### src/core/fdec_pkg.sv
/*
 * Constants, field layouts and carrier types of the float coprocessor
 * decoder. Assumes a 32-bit classic Wishbone register bus with byte offsets.
 */
package fdec_pkg;
    // Register byte offsets.
    localparam logic [7:0] OFS_CTRL = 8'h00;
    localparam logic [7:0] OFS_CC = 8'h04;
    localparam logic [7:0] OFS_STATUS = 8'h08;
    localparam logic [7:0] OFS_PRED = 8'h0C;
    localparam logic [7:0] OFS_RESP = 8'h10;
    localparam logic [7:0] OFS_OP = 8'h14;
    localparam logic [7:0] OFS_DEC = 8'h18;
    // Control register: own coprocessor ID and unordered trap enable.
    localparam int CTRL_ID_LSB = 0;
    localparam int CTRL_TRAP_BIT = 3;
    localparam logic [3:0] CTRL_RST = 4'h1;
    // Condition code bits and reset.
    localparam int CC_N = 3;
    localparam int CC_Z = 2;
    localparam int CC_NAN = 0;
    localparam logic [3:0] CC_RST = 4'h0;
    // Status bits.
    localparam int ST_UNORD = 0;
    localparam int ST_SUSP = 1;
    localparam int ST_ILL = 2;
    // Response fields.
    localparam int RSP_TRUE = 0;
    localparam int RSP_EXC = 1;
    localparam int RSP_VEC_LSB = 2;
    localparam int RSP_VALID = 10;
    localparam logic [10:0] RSP_RST = 11'h000;
    // Predicate and decode readback fields.
    localparam int PRED_SIG_BIT = 4;
    localparam int DEC_MATCH_BIT = 19;
    localparam int DEC_LEGAL_BIT = 20;
    // Operation word (bits 31:16) and command word (bits 15:0).
    localparam int OP_LINE_LSB = 28;
    localparam int OP_ID_LSB = 25;
    localparam int OP_TYPE_LSB = 22;
    localparam int OP_MODE_LSB = 19;
    localparam int OP_REG_LSB = 16;
    localparam int CMD_RM_BIT = 14;
    localparam int CMD_SRC_LSB = 10;
    localparam int CMD_DST_LSB = 7;
    localparam logic [3:0] OP_LINE = 4'hF;
    localparam logic [2:0] OP_GEN = 3'b000;
    localparam logic [2:0] OP_SAVE = 3'b100;
    localparam logic [2:0] OP_RESTORE = 3'b101;
    localparam logic [2:0] FMT_BAD = 3'b111;
    // Effective address modes and mode 7 subcodes.
    localparam logic [2:0] EA_DREG = 3'b000;
    localparam logic [2:0] EA_AREG = 3'b001;
    localparam logic [2:0] EA_IND = 3'b010;
    localparam logic [2:0] EA_POST = 3'b011;
    localparam logic [2:0] EA_PRE = 3'b100;
    localparam logic [2:0] EA_DISP = 3'b101;
    localparam logic [2:0] EA_IDX = 3'b110;
    localparam logic [2:0] EA_EXT = 3'b111;
    localparam logic [2:0] EXT_ABS_W = 3'b000;
    localparam logic [2:0] EXT_ABS_L = 3'b001;
    localparam logic [2:0] EXT_PC_D = 3'b010;
    localparam logic [2:0] EXT_PC_X = 3'b011;
    localparam logic [2:0] EXT_IMM = 3'b100;
    // Which addressing class an operation demands.
    typedef enum logic [1:0] {USE_SAVE, USE_RESTORE, USE_DATA} ea_use_e;
    // Decoded fields of an operation and command word pair.
    typedef struct packed {
        logic [2:0] cp_id;
        logic [2:0] op_type;
        logic [2:0] ea_mode;
        logic [2:0] ea_reg;
        logic rm;
        logic [2:0] src_spec;
        logic [2:0] dest_reg;
    } op_fields_s;
endpackage : fdec_pkg

### src/core/fdec_ea_check.sv
/*
 * Effective address legality check for one operation class.
 * Purely combinational; the caller registers whatever it derives.
 */
`timescale 1ns/1ps
`default_nettype none
module fdec_ea_check (
    // Operation class and address field.
    input wire fdec_pkg::ea_use_e use_i,
    input wire logic [2:0] mode_i,
    input wire logic [2:0] reg_i,
    // Verdict.
    output logic legal_o
);
    import fdec_pkg::*;
    logic ctrl;
    logic alt;
    logic data;

    // Classify the mode; undefined mode 7 subcodes fall in no class.
    always_comb begin
        ctrl = 1'b0;
        alt = 1'b0;
        data = 1'b0;
        case (mode_i)
            EA_DREG: begin
                alt = 1'b1;
                data = 1'b1;
            end
            EA_AREG: alt = 1'b1;
            EA_POST, EA_PRE: begin
                alt = 1'b1;
                data = 1'b1;
            end
            EA_IND, EA_DISP, EA_IDX: begin
                ctrl = 1'b1;
                alt = 1'b1;
                data = 1'b1;
            end
            default: begin
                ctrl = (reg_i <= EXT_PC_X);
                alt = (reg_i == EXT_ABS_W) || (reg_i == EXT_ABS_L);
                data = (reg_i <= EXT_IMM);
            end
        endcase
    end

    // Per-operation restriction of the allowed modes.
    always_comb begin
        case (use_i)
            USE_SAVE: legal_o = (ctrl && alt) || (mode_i == EA_PRE);
            USE_RESTORE: legal_o = ctrl || (mode_i == EA_POST);
            USE_DATA: legal_o = data;
            default: legal_o = 1'b0;
        endcase
    end
endmodule : fdec_ea_check
`default_nettype wire

### src/core/fdec_pred_eval.sv
/*
 * Evaluates a conditional predicate against the condition codes.
 * Combinational; the top bit of the predicate is never looked at.
 */
`timescale 1ns/1ps
`default_nettype none
module fdec_pred_eval (
    // Predicate and codes.
    input wire logic [5:0] pred_i,
    input wire logic [3:0] cc_i,
    // Verdict.
    output logic true_o,
    output logic signaling_o
);
    import fdec_pkg::*;
    logic n;
    logic z;
    logic u;

    assign n = cc_i[CC_N];
    assign z = cc_i[CC_Z];
    assign u = cc_i[CC_NAN];
    assign signaling_o = pred_i[PRED_SIG_BIT];

    // Signaling tests share the relation of their non-signaling twin.
    always_comb begin
        case (pred_i[3:0])
            4'h0: true_o = 1'b0;
            4'h1: true_o = z;
            4'h2: true_o = !(u || z || n);
            4'h3: true_o = z || !(u || n);
            4'h4: true_o = n && !(u || z);
            4'h5: true_o = z || (n && !u);
            4'h6: true_o = !(u || z);
            4'h7: true_o = !u;
            4'h8: true_o = u;
            4'h9: true_o = u || z;
            4'hA: true_o = u || !(n || z);
            4'hB: true_o = u || z || !n;
            4'hC: true_o = u || (n && !z);
            4'hD: true_o = u || z || n;
            4'hE: true_o = !z;
            default: true_o = 1'b1;
        endcase
    end
endmodule : fdec_pred_eval
`default_nettype wire

### src/core/fdec_top.sv
/*
 * Float coprocessor decode front end: predicate evaluation, state save and
 * restore words and common instruction fields, reached over classic
 * Wishbone. Assumes one synchronous clock domain and a master that holds
 * each request until it sees ack.
 */
`timescale 1ns/1ps
`default_nettype none
module fdec_top #(
    // Vector returned with the unordered trap; value is arbitrary.
    parameter logic [7:0] UNORD_VECTOR = 8'h01
) (
    // System.
    input wire logic clk_sys_i,
    input wire logic reset_i,
    // Wishbone slave.
    input wire logic wb_cyc_i,
    input wire logic wb_stb_i,
    input wire logic wb_we_i,
    input wire logic [7:0] wb_adr_i,
    input wire logic [3:0] wb_sel_i,
    input wire logic [31:0] wb_dat_i,
    output logic wb_ack_o,
    output logic [31:0] wb_dat_o,
    // Engine control pulses.
    output logic suspend_o,
    output logic restore_o,
    output logic illegal_o,
    output logic op_valid_o,
    // Operand routing of the last accepted general operation.
    output logic external_operand_o,
    output logic [2:0] source_float_register_o,
    output logic [2:0] operand_format_o,
    output logic [2:0] dest_float_register_o
);
    import fdec_pkg::*;

    typedef enum logic {ENG_RUN, ENG_SUSPENDED} engine_e;

    engine_e engine;
    logic access;
    logic wr;
    logic rd;
    logic [3:0] ctrl;
    logic [3:0] cc;
    logic unord;
    logic ill_seen;
    logic [10:0] resp;
    logic [18:0] dec_fields;
    logic dec_match;
    logic dec_legal;
    op_fields_s f;
    logic pred_wr;
    logic op_wr;
    logic pred_true;
    logic pred_sig;
    logic unord_hit;
    ea_use_e ea_use;
    logic ea_legal;
    logic fline;
    logic id_match;
    logic is_save;
    logic is_restore;
    logic is_gen;
    logic fmt_bad;
    logic op_illegal;
    logic op_ok;
    logic [31:0] next_rdata;

    // A request is served once; ack itself masks the held request.
    assign access = wb_cyc_i && wb_stb_i && !wb_ack_o;
    assign wr = access && wb_we_i;
    assign rd = access && !wb_we_i;
    assign pred_wr = wr && (wb_adr_i == OFS_PRED) && wb_sel_i[0];
    assign op_wr = wr && (wb_adr_i == OFS_OP) && (wb_sel_i == 4'hF);

    // Split the written word pair into its fields.
    assign f.cp_id = wb_dat_i[OP_ID_LSB +: 3];
    assign f.op_type = wb_dat_i[OP_TYPE_LSB +: 3];
    assign f.ea_mode = wb_dat_i[OP_MODE_LSB +: 3];
    assign f.ea_reg = wb_dat_i[OP_REG_LSB +: 3];
    assign f.rm = wb_dat_i[CMD_RM_BIT];
    assign f.src_spec = wb_dat_i[CMD_SRC_LSB +: 3];
    assign f.dest_reg = wb_dat_i[CMD_DST_LSB +: 3];

    assign fline = (wb_dat_i[OP_LINE_LSB +: 4] == OP_LINE);
    assign id_match = fline && (f.cp_id == ctrl[CTRL_ID_LSB +: 3]);

    assign is_save = (f.op_type == OP_SAVE);
    assign is_restore = (f.op_type == OP_RESTORE);
    assign is_gen = (f.op_type == OP_GEN);
    assign fmt_bad = f.rm && (f.src_spec == FMT_BAD);

    // Pick the address class that the operation demands.
    always_comb begin
        if (is_save) begin
            ea_use = USE_SAVE;
        end else if (is_restore) begin
            ea_use = USE_RESTORE;
        end else begin
            ea_use = USE_DATA;
        end
    end

    fdec_ea_check u_ea_check (
        .use_i(ea_use),
        .mode_i(f.ea_mode),
        .reg_i(f.ea_reg),
        .legal_o(ea_legal)
    );

    always_comb begin
        op_illegal = 1'b0;
        if (is_save || is_restore) begin
            op_illegal = !ea_legal;
        end else if (is_gen && f.rm) begin
            op_illegal = !ea_legal || fmt_bad;
        end
    end
    assign op_ok = op_wr && id_match && !op_illegal;

    fdec_pred_eval u_pred_eval (
        .pred_i(wb_dat_i[5:0]),
        .cc_i(cc),
        .true_o(pred_true),
        .signaling_o(pred_sig)
    );

    assign unord_hit = pred_wr && pred_sig && cc[CC_NAN];

    // Bus handshake: ack one cycle after the request, for one cycle.
    always_ff @(posedge clk_sys_i) begin
        if (reset_i) begin
            wb_ack_o <= 1'b0;
        end else begin
            wb_ack_o <= access;
        end
    end

    // Read multiplexer; unmapped offsets read as zero but still ack.
    always_comb begin
        next_rdata = 32'h0000_0000;
        case (wb_adr_i)
            OFS_CTRL: next_rdata[3:0] = ctrl;
            OFS_CC: next_rdata[3:0] = cc;
            OFS_STATUS: begin
                next_rdata[ST_UNORD] = unord;
                next_rdata[ST_SUSP] = (engine == ENG_SUSPENDED);
                next_rdata[ST_ILL] = ill_seen;
            end
            OFS_RESP: next_rdata[10:0] = resp;
            OFS_DEC: begin
                next_rdata[18:0] = dec_fields;
                next_rdata[DEC_MATCH_BIT] = dec_match;
                next_rdata[DEC_LEGAL_BIT] = dec_legal;
            end
            default: next_rdata = 32'h0000_0000;
        endcase
    end

    // Read data is registered and presented together with ack.
    always_ff @(posedge clk_sys_i) begin
        if (reset_i) begin
            wb_dat_o <= 32'h0000_0000;
        end else if (rd) begin
            wb_dat_o <= next_rdata;
        end
    end

    always_ff @(posedge clk_sys_i) begin
        if (reset_i) begin
            ctrl <= CTRL_RST;
        end else if (wr && (wb_adr_i == OFS_CTRL) && wb_sel_i[0]) begin
            ctrl <= wb_dat_i[3:0];
        end
    end

    // Condition codes are loaded by the arithmetic side through the bus.
    always_ff @(posedge clk_sys_i) begin
        if (reset_i) begin
            cc <= CC_RST;
        end else if (wr && (wb_adr_i == OFS_CC) && wb_sel_i[0]) begin
            cc <= wb_dat_i[3:0];
        end
    end

    // sticky unordered flag
    // A new hit in the clearing cycle wins, so no event is lost.
    always_ff @(posedge clk_sys_i) begin
        if (reset_i) begin
            unord <= 1'b0;
        end else if (unord_hit) begin
            unord <= 1'b1;
        end else if (wr && (wb_adr_i == OFS_STATUS) && wb_sel_i[0] && wb_dat_i[ST_UNORD]) begin
            unord <= 1'b0;
        end
    end

    // Sticky illegal-operation flag, set wins over clear as well.
    always_ff @(posedge clk_sys_i) begin
        if (reset_i) begin
            ill_seen <= 1'b0;
        end else if (op_wr && id_match && op_illegal) begin
            ill_seen <= 1'b1;
        end else if (wr && (wb_adr_i == OFS_STATUS) && wb_sel_i[0] && wb_dat_i[ST_ILL]) begin
            ill_seen <= 1'b0;
        end
    end

    // one path for both branch sizes
    always_ff @(posedge clk_sys_i) begin
        if (reset_i) begin
            resp <= RSP_RST;
        end else if (pred_wr) begin
            resp <= RSP_RST;
            resp[RSP_VALID] <= 1'b1;
            if (unord_hit && ctrl[CTRL_TRAP_BIT]) begin
                resp[RSP_EXC] <= 1'b1;
                resp[RSP_VEC_LSB +: 8] <= UNORD_VECTOR;
            end else begin
                resp[RSP_TRUE] <= pred_true;
            end
        end
    end

    // restore loads at once
    // Save and restore act in the same edge whatever the engine is doing.
    always_ff @(posedge clk_sys_i) begin
        if (reset_i) begin
            engine <= ENG_RUN;
        end else if (op_ok && is_save) begin
            engine <= ENG_SUSPENDED;
        end else if (op_ok && is_restore) begin
            engine <= ENG_RUN;
        end
    end

    always_ff @(posedge clk_sys_i) begin
        if (reset_i) begin
            suspend_o <= 1'b0;
            restore_o <= 1'b0;
            illegal_o <= 1'b0;
            op_valid_o <= 1'b0;
        end else begin
            suspend_o <= op_ok && is_save;
            restore_o <= op_ok && is_restore;
            illegal_o <= op_wr && id_match && op_illegal;
            op_valid_o <= op_ok && is_gen;
        end
    end

    // Decode readback keeps every written word, matched or not.
    always_ff @(posedge clk_sys_i) begin
        if (reset_i) begin
            dec_fields <= 19'h0_0000;
            dec_match <= 1'b0;
            dec_legal <= 1'b0;
        end else if (op_wr) begin
            dec_fields <= f;
            dec_match <= id_match;
            dec_legal <= !op_illegal;
        end
    end

    // destination float register
    // Routing only moves on a legal general operation, so a rejected
    // word never disturbs an operation already being set up.
    always_ff @(posedge clk_sys_i) begin
        if (reset_i) begin
            external_operand_o <= 1'b0;
            source_float_register_o <= 3'h0;
            operand_format_o <= 3'h0;
            dest_float_register_o <= 3'h0;
        end else if (op_ok && is_gen) begin
            external_operand_o <= f.rm;
            source_float_register_o <= f.rm ? 3'h0 : f.src_spec;
            operand_format_o <= f.rm ? f.src_spec : 3'h0;
            dest_float_register_o <= f.dest_reg;
        end
    end

    // Bus acknowledges last one cycle only.
    ack_single_a : assert property (
        @(posedge clk_sys_i) disable iff (reset_i)
        wb_ack_o |=> !wb_ack_o)
        else $error("Ack held longer than one cycle.");

    // A predicate write produces a valid response one edge later.
    pred_answer_a : assert property (
        @(posedge clk_sys_i) disable iff (reset_i)
        pred_wr |=> wb_ack_o && resp[RSP_VALID])
        else $error("Predicate write gave no response.");

    // The true test answers a fixed true value, any top bit.
    pred_fixed_a : assert property (
        @(posedge clk_sys_i) disable iff (reset_i)
        pred_wr && !unord_hit && (wb_dat_i[3:0] == 4'hF) |=> resp[RSP_TRUE] && !resp[RSP_EXC])
        else $error("True test did not answer true.");

    // Signaling test with NaN sets the flag and traps when enabled.
    unord_trap_a : assert property (
        @(posedge clk_sys_i) disable iff (reset_i)
        unord_hit && ctrl[CTRL_TRAP_BIT]
        |=> unord && resp[RSP_EXC] && (resp[RSP_VEC_LSB +: 8] == UNORD_VECTOR))
        else $error("Unordered trap not raised.");

    // Non-signaling tests never touch the unordered flag.
    nonsig_quiet_a : assert property (
        @(posedge clk_sys_i) disable iff (reset_i)
        pred_wr && !wb_dat_i[PRED_SIG_BIT] && !unord |=> !unord && !resp[RSP_EXC])
        else $error("Non-signaling test raised unordered.");

    // A legal save suspends on the very next edge.
    save_suspend_a : assert property (
        @(posedge clk_sys_i) disable iff (reset_i)
        op_wr && id_match && is_save && (f.ea_mode == EA_PRE)
        |=> suspend_o && (engine == ENG_SUSPENDED) ##1 !suspend_o)
        else $error("Save did not suspend at once.");

    // A legal restore returns the engine to run at once.
    restore_load_a : assert property (
        @(posedge clk_sys_i) disable iff (reset_i)
        op_wr && id_match && is_restore && (f.ea_mode == EA_POST)
        |=> restore_o && (engine == ENG_RUN))
        else $error("Restore did not load at once.");

    // Foreign IDs cause no engine pulse; only the decode readback records them.
    foreign_id_a : assert property (
        @(posedge clk_sys_i) disable iff (reset_i)
        op_wr && !id_match |=> !suspend_o && !restore_o && !illegal_o && !op_valid_o)
        else $error("Acted on a foreign coprocessor ID.");

    // Save through a data register is disallowed and flagged.
    save_bad_mode_a : assert property (
        @(posedge clk_sys_i) disable iff (reset_i)
        op_wr && id_match && is_save && (f.ea_mode == EA_DREG)
        |=> illegal_o && !suspend_o ##1 ill_seen)
        else $error("Disallowed save mode not flagged.");
endmodule : fdec_top
`default_nettype wire

### config.mk
export PLATFORM = sky130hd
export DESIGN_NAME = fdec_top
export DESIGN_NICKNAME = d
export VERILOG_FILES = /design/src/core/fdec_pkg.sv /design/src/core/fdec_ea_check.sv /design/src/core/fdec_pred_eval.sv /design/src/core/fdec_top.sv
export SDC_FILE = /design/constraint.sdc
export NUM_CORES = 1
export LEC_CHECK = 0
export ABC_AREA = 1
export BUFFER_PORTS_ARGS = -buffer_cell sky130_fd_sc_hd__buf_2
export CORE_MARGIN = 5
export CORE_UTILIZATION = 55
export DETAILED_ROUTE_END_ITERATION = 16
export PLACE_DENSITY = 0.91
export SYNTH_ARGS = -nofsm -noshare
export SYNTH_HDL_FRONTEND = slang
export SYNTH_SLANG_ARGS = --single-unit
export TNS_END_PERCENT = 50
### constraint.sdc
create_clock -name clk_sys_i -period 2.25 [get_ports clk_sys_i]
set_clock_uncertainty 0.1 [all_clocks]
set_input_delay 0.3375 -clock clk_sys_i [delete_from_list [all_inputs] [get_ports clk_sys_i]]
set_output_delay 0.3375 -clock clk_sys_i [all_outputs]
set_load 0.01 [all_outputs]
==> impl_metrics.toml <==
[timing]
finalCritPeriodShare = 0.792
hold_viol_final = 0
worst_pin_slew_ns = 0.639
max_slew_margin = 0.570
fmax_mhz = 561
setup_viol = 0
slew_viol_final = 0
period_minus_slack_ns = 1.78
finalSetupTns_ns = 0
grt_setup_unrepaired = "false"

[synthesis]
ys_seq_area_frac = 0.443
synth-compound-area-share = 0.151
synth-seq-cells = 71
synth_fa_ha_area_frac = 0
yosys_warnings = 0
synth_mux_area_frac = 0
syn_inst = 445
synth_top_family_by_area = "simple AND/OR/NAND/NOR gates"
ys_types = 31
synth-simple-area-share = 0.299
synth_xor_area_frac = 0
synth_area_leader_cell = "dfxtp_1"
synth_area_leaders = "dfxtp_1, nand2_1, nor2_1"
synth_area_sq_um = 3210
syn_area_per_cell_sq_um = 7.22
synth_top_area_share = 0.443

[global_route]
busiest_layer = "met2"
grt-ovfl-total = 0
antenna_found_initial = 0
groute.usage.overall = 0.229
grt_use_met3 = 0.0561
gr-usage-met1 = 0.290
grt_first_pass_wirelength_um = 13600
grt_start_max_net_pins = 42
first_global_vias = 3017
grt.met2_usage = 0.375

[drt]
wl_um = 8380
antenna_left = 0
post-route-drc-count = 0
drt-vias-per-instance = 5.44
vias = 3271
wire_per_inst_um = 13.9
drtIter0Drc = 330
dr.pass1.iters = 5

[cts]
ctsHoldBuffers = 0
cts_tree = "built"
post_cts_buffers = 0
numCtsBuffers = 9
h-tree-depth = 3
cts.sinks = 71
clock_latency_ns = 0.34
cts_resized = 0
clockBufferDepth = 2
cts-root-buf = "clkbuf_8"
clk_pin_slew_ns = 0.08

[pwr]
max-vdd-ir-drop_mv = 0.541
powerDensity_nw_per_um2 = 679
p_leak_uw = 0.00181

[setup_path]
worstSetupPathType = "flip-flop to flip-flop"
cp.required_ns = 2.44
critPathCaptureType = "flip-flop"
rr_endpoint = "engine"
cp.arrival_ns = 1.97
r2r_slack_ns = 0.47
rr_worst_depth = 8
rr_startpoint = "wb_ack_o"
crit_path_start_kind = "flip-flop"
critical_path_peak_fanout = 5

[placement]
hpwl_um = 6140
gp_congestion = 0.905
placed_cell_area_sq_um = 3620
io_buffer_count = 80

[finish]
final_core_util = 0.689
final_common_cell = "nand2_1"
syn_to_final_growth_pct = 19.5
drive_above_1_share = 0.227
post-route-cell-area_sq_um = 3840
antenna_cells = 0
mostFrequentLayoutCells = "nand2_1, buf_2, dfxtp_1"
final_nets = 573

[floorplanning]
die_w_um = 86.4
die-area_sq_um = 7470
ios = 96
dieHeight_um = 86.4
rows = 27
core-area_sq_um = 5570
start_util = 0.576

[outcome]
status = "finished, final reports clean"

[worst_hold_path]
hold_path_end = "dest_float_register_o[2]"
hp-class = "input port to flip-flop"
holdPathStages = 3
min_from = "wb_dat_i[9]"

[run]
drv_cap = 0
==> cells by family (layout without fill, tap and decap cells) <==
logic type      after synthesis  count (layout)
simple gates                213             213
buf+inv                      74             148
flops                        71              71
other cells                   1              11
compound gates               86              86
==> metrics by stage <==
stage               cells  hold WS [ns]  worst slack [ns]  power, uW
floorplan             455         0.334             0.735       1430
global placement      585         0.348             0.385       1500
detailed placement    585         0.353             0.333       1510
CTS                   601         0.153             0.493       2610
global route          601         0.163             0.291       2710
finish                601         0.155             0.468       2610
==> final cells by class <==
class                      count  area (sq um)
timing repair buffer          86           445
tap                           72          90.1
clock buffer                   9           124
multi-input combinational    310          1490
clock inverter                 7          96.3
inverter                      46           173
sequential                    71          1420
fill                         463          1740
==> metal layers <==
layer  part of all wire  vias up
met3              0.093       21
met5                  0        -
met4              0.026        0
li1                   -     1595
met1               0.41     1485
met2               0.47      170
==> worst max-delay path by stage <==
stage,from,to,slack [ns],cells after the start
6_report,wb_ack_o,engine,0.47,8
5_1_grt,wb_ack_o,cc[3],0.29,7
4_1_cts,wb_ack_o,cc[1],0.49,7
3_5_place_dp,wb_adr_i[7],dec_fields[2],0.33,9
3_3_place_gp,wb_adr_i[7],dec_fields[0],0.38,9
2_1_floorplan,wb_adr_i[7],engine,0.74,8
==> power by group <==
group	total, uW	switching, uW	internal [uW]
Sequential	1280	8.05	1270
Clock	1120	493	625
Combinational	206	136	70.5
Total	2610	637	1970
==> critical path, stage by stage, from the launching register on <==
cell	delay, ns
dfxtp_1	0.31
inv_1	0.07
nand3_1	0.14
nor2_2	0.27
nand3_1	0.18
nor2_2	0.18
nand2_1	0.13
or2_1	0.27
nand2_1	0.07
==> cell usage after synthesis (all sizes together) <==
library cell and count:
nor2 71, a211oi 18, o21ai 34, dfxtp 71
nor3 7, and3 1, buf 17, nand3 34
clkbuf 11, nor4 2, a21oi 30, o31ai 1
a31o 1, and2b 1, o211ai 1, nand4 7
inv 46, conb 1, a31oi 1, nand2 89
or2 1
==> state kept, by name (all words and copies together), names as in the netlist <==
| register | flops |
|---|---|
| resp | 3 |
| cc | 4 |
| engine | 1 |
| operand_format_o | 3 |
| wb_ack_o | 1 |
| restore_o | 1 |
| illegal_o | 1 |
| wb_dat_o | 21 |
| dest_float_register_o | 3 |
| ill_seen | 1 |
| dec_match | 1 |
| dec_fields | 19 |
| op_valid_o | 1 |
| dec_legal | 1 |
| source_float_register_o | 3 |
| ctrl | 4 |
| suspend_o | 1 |
| unord | 1 |
| external_operand_o | 1 |
(Power assumes the default switching activity.)
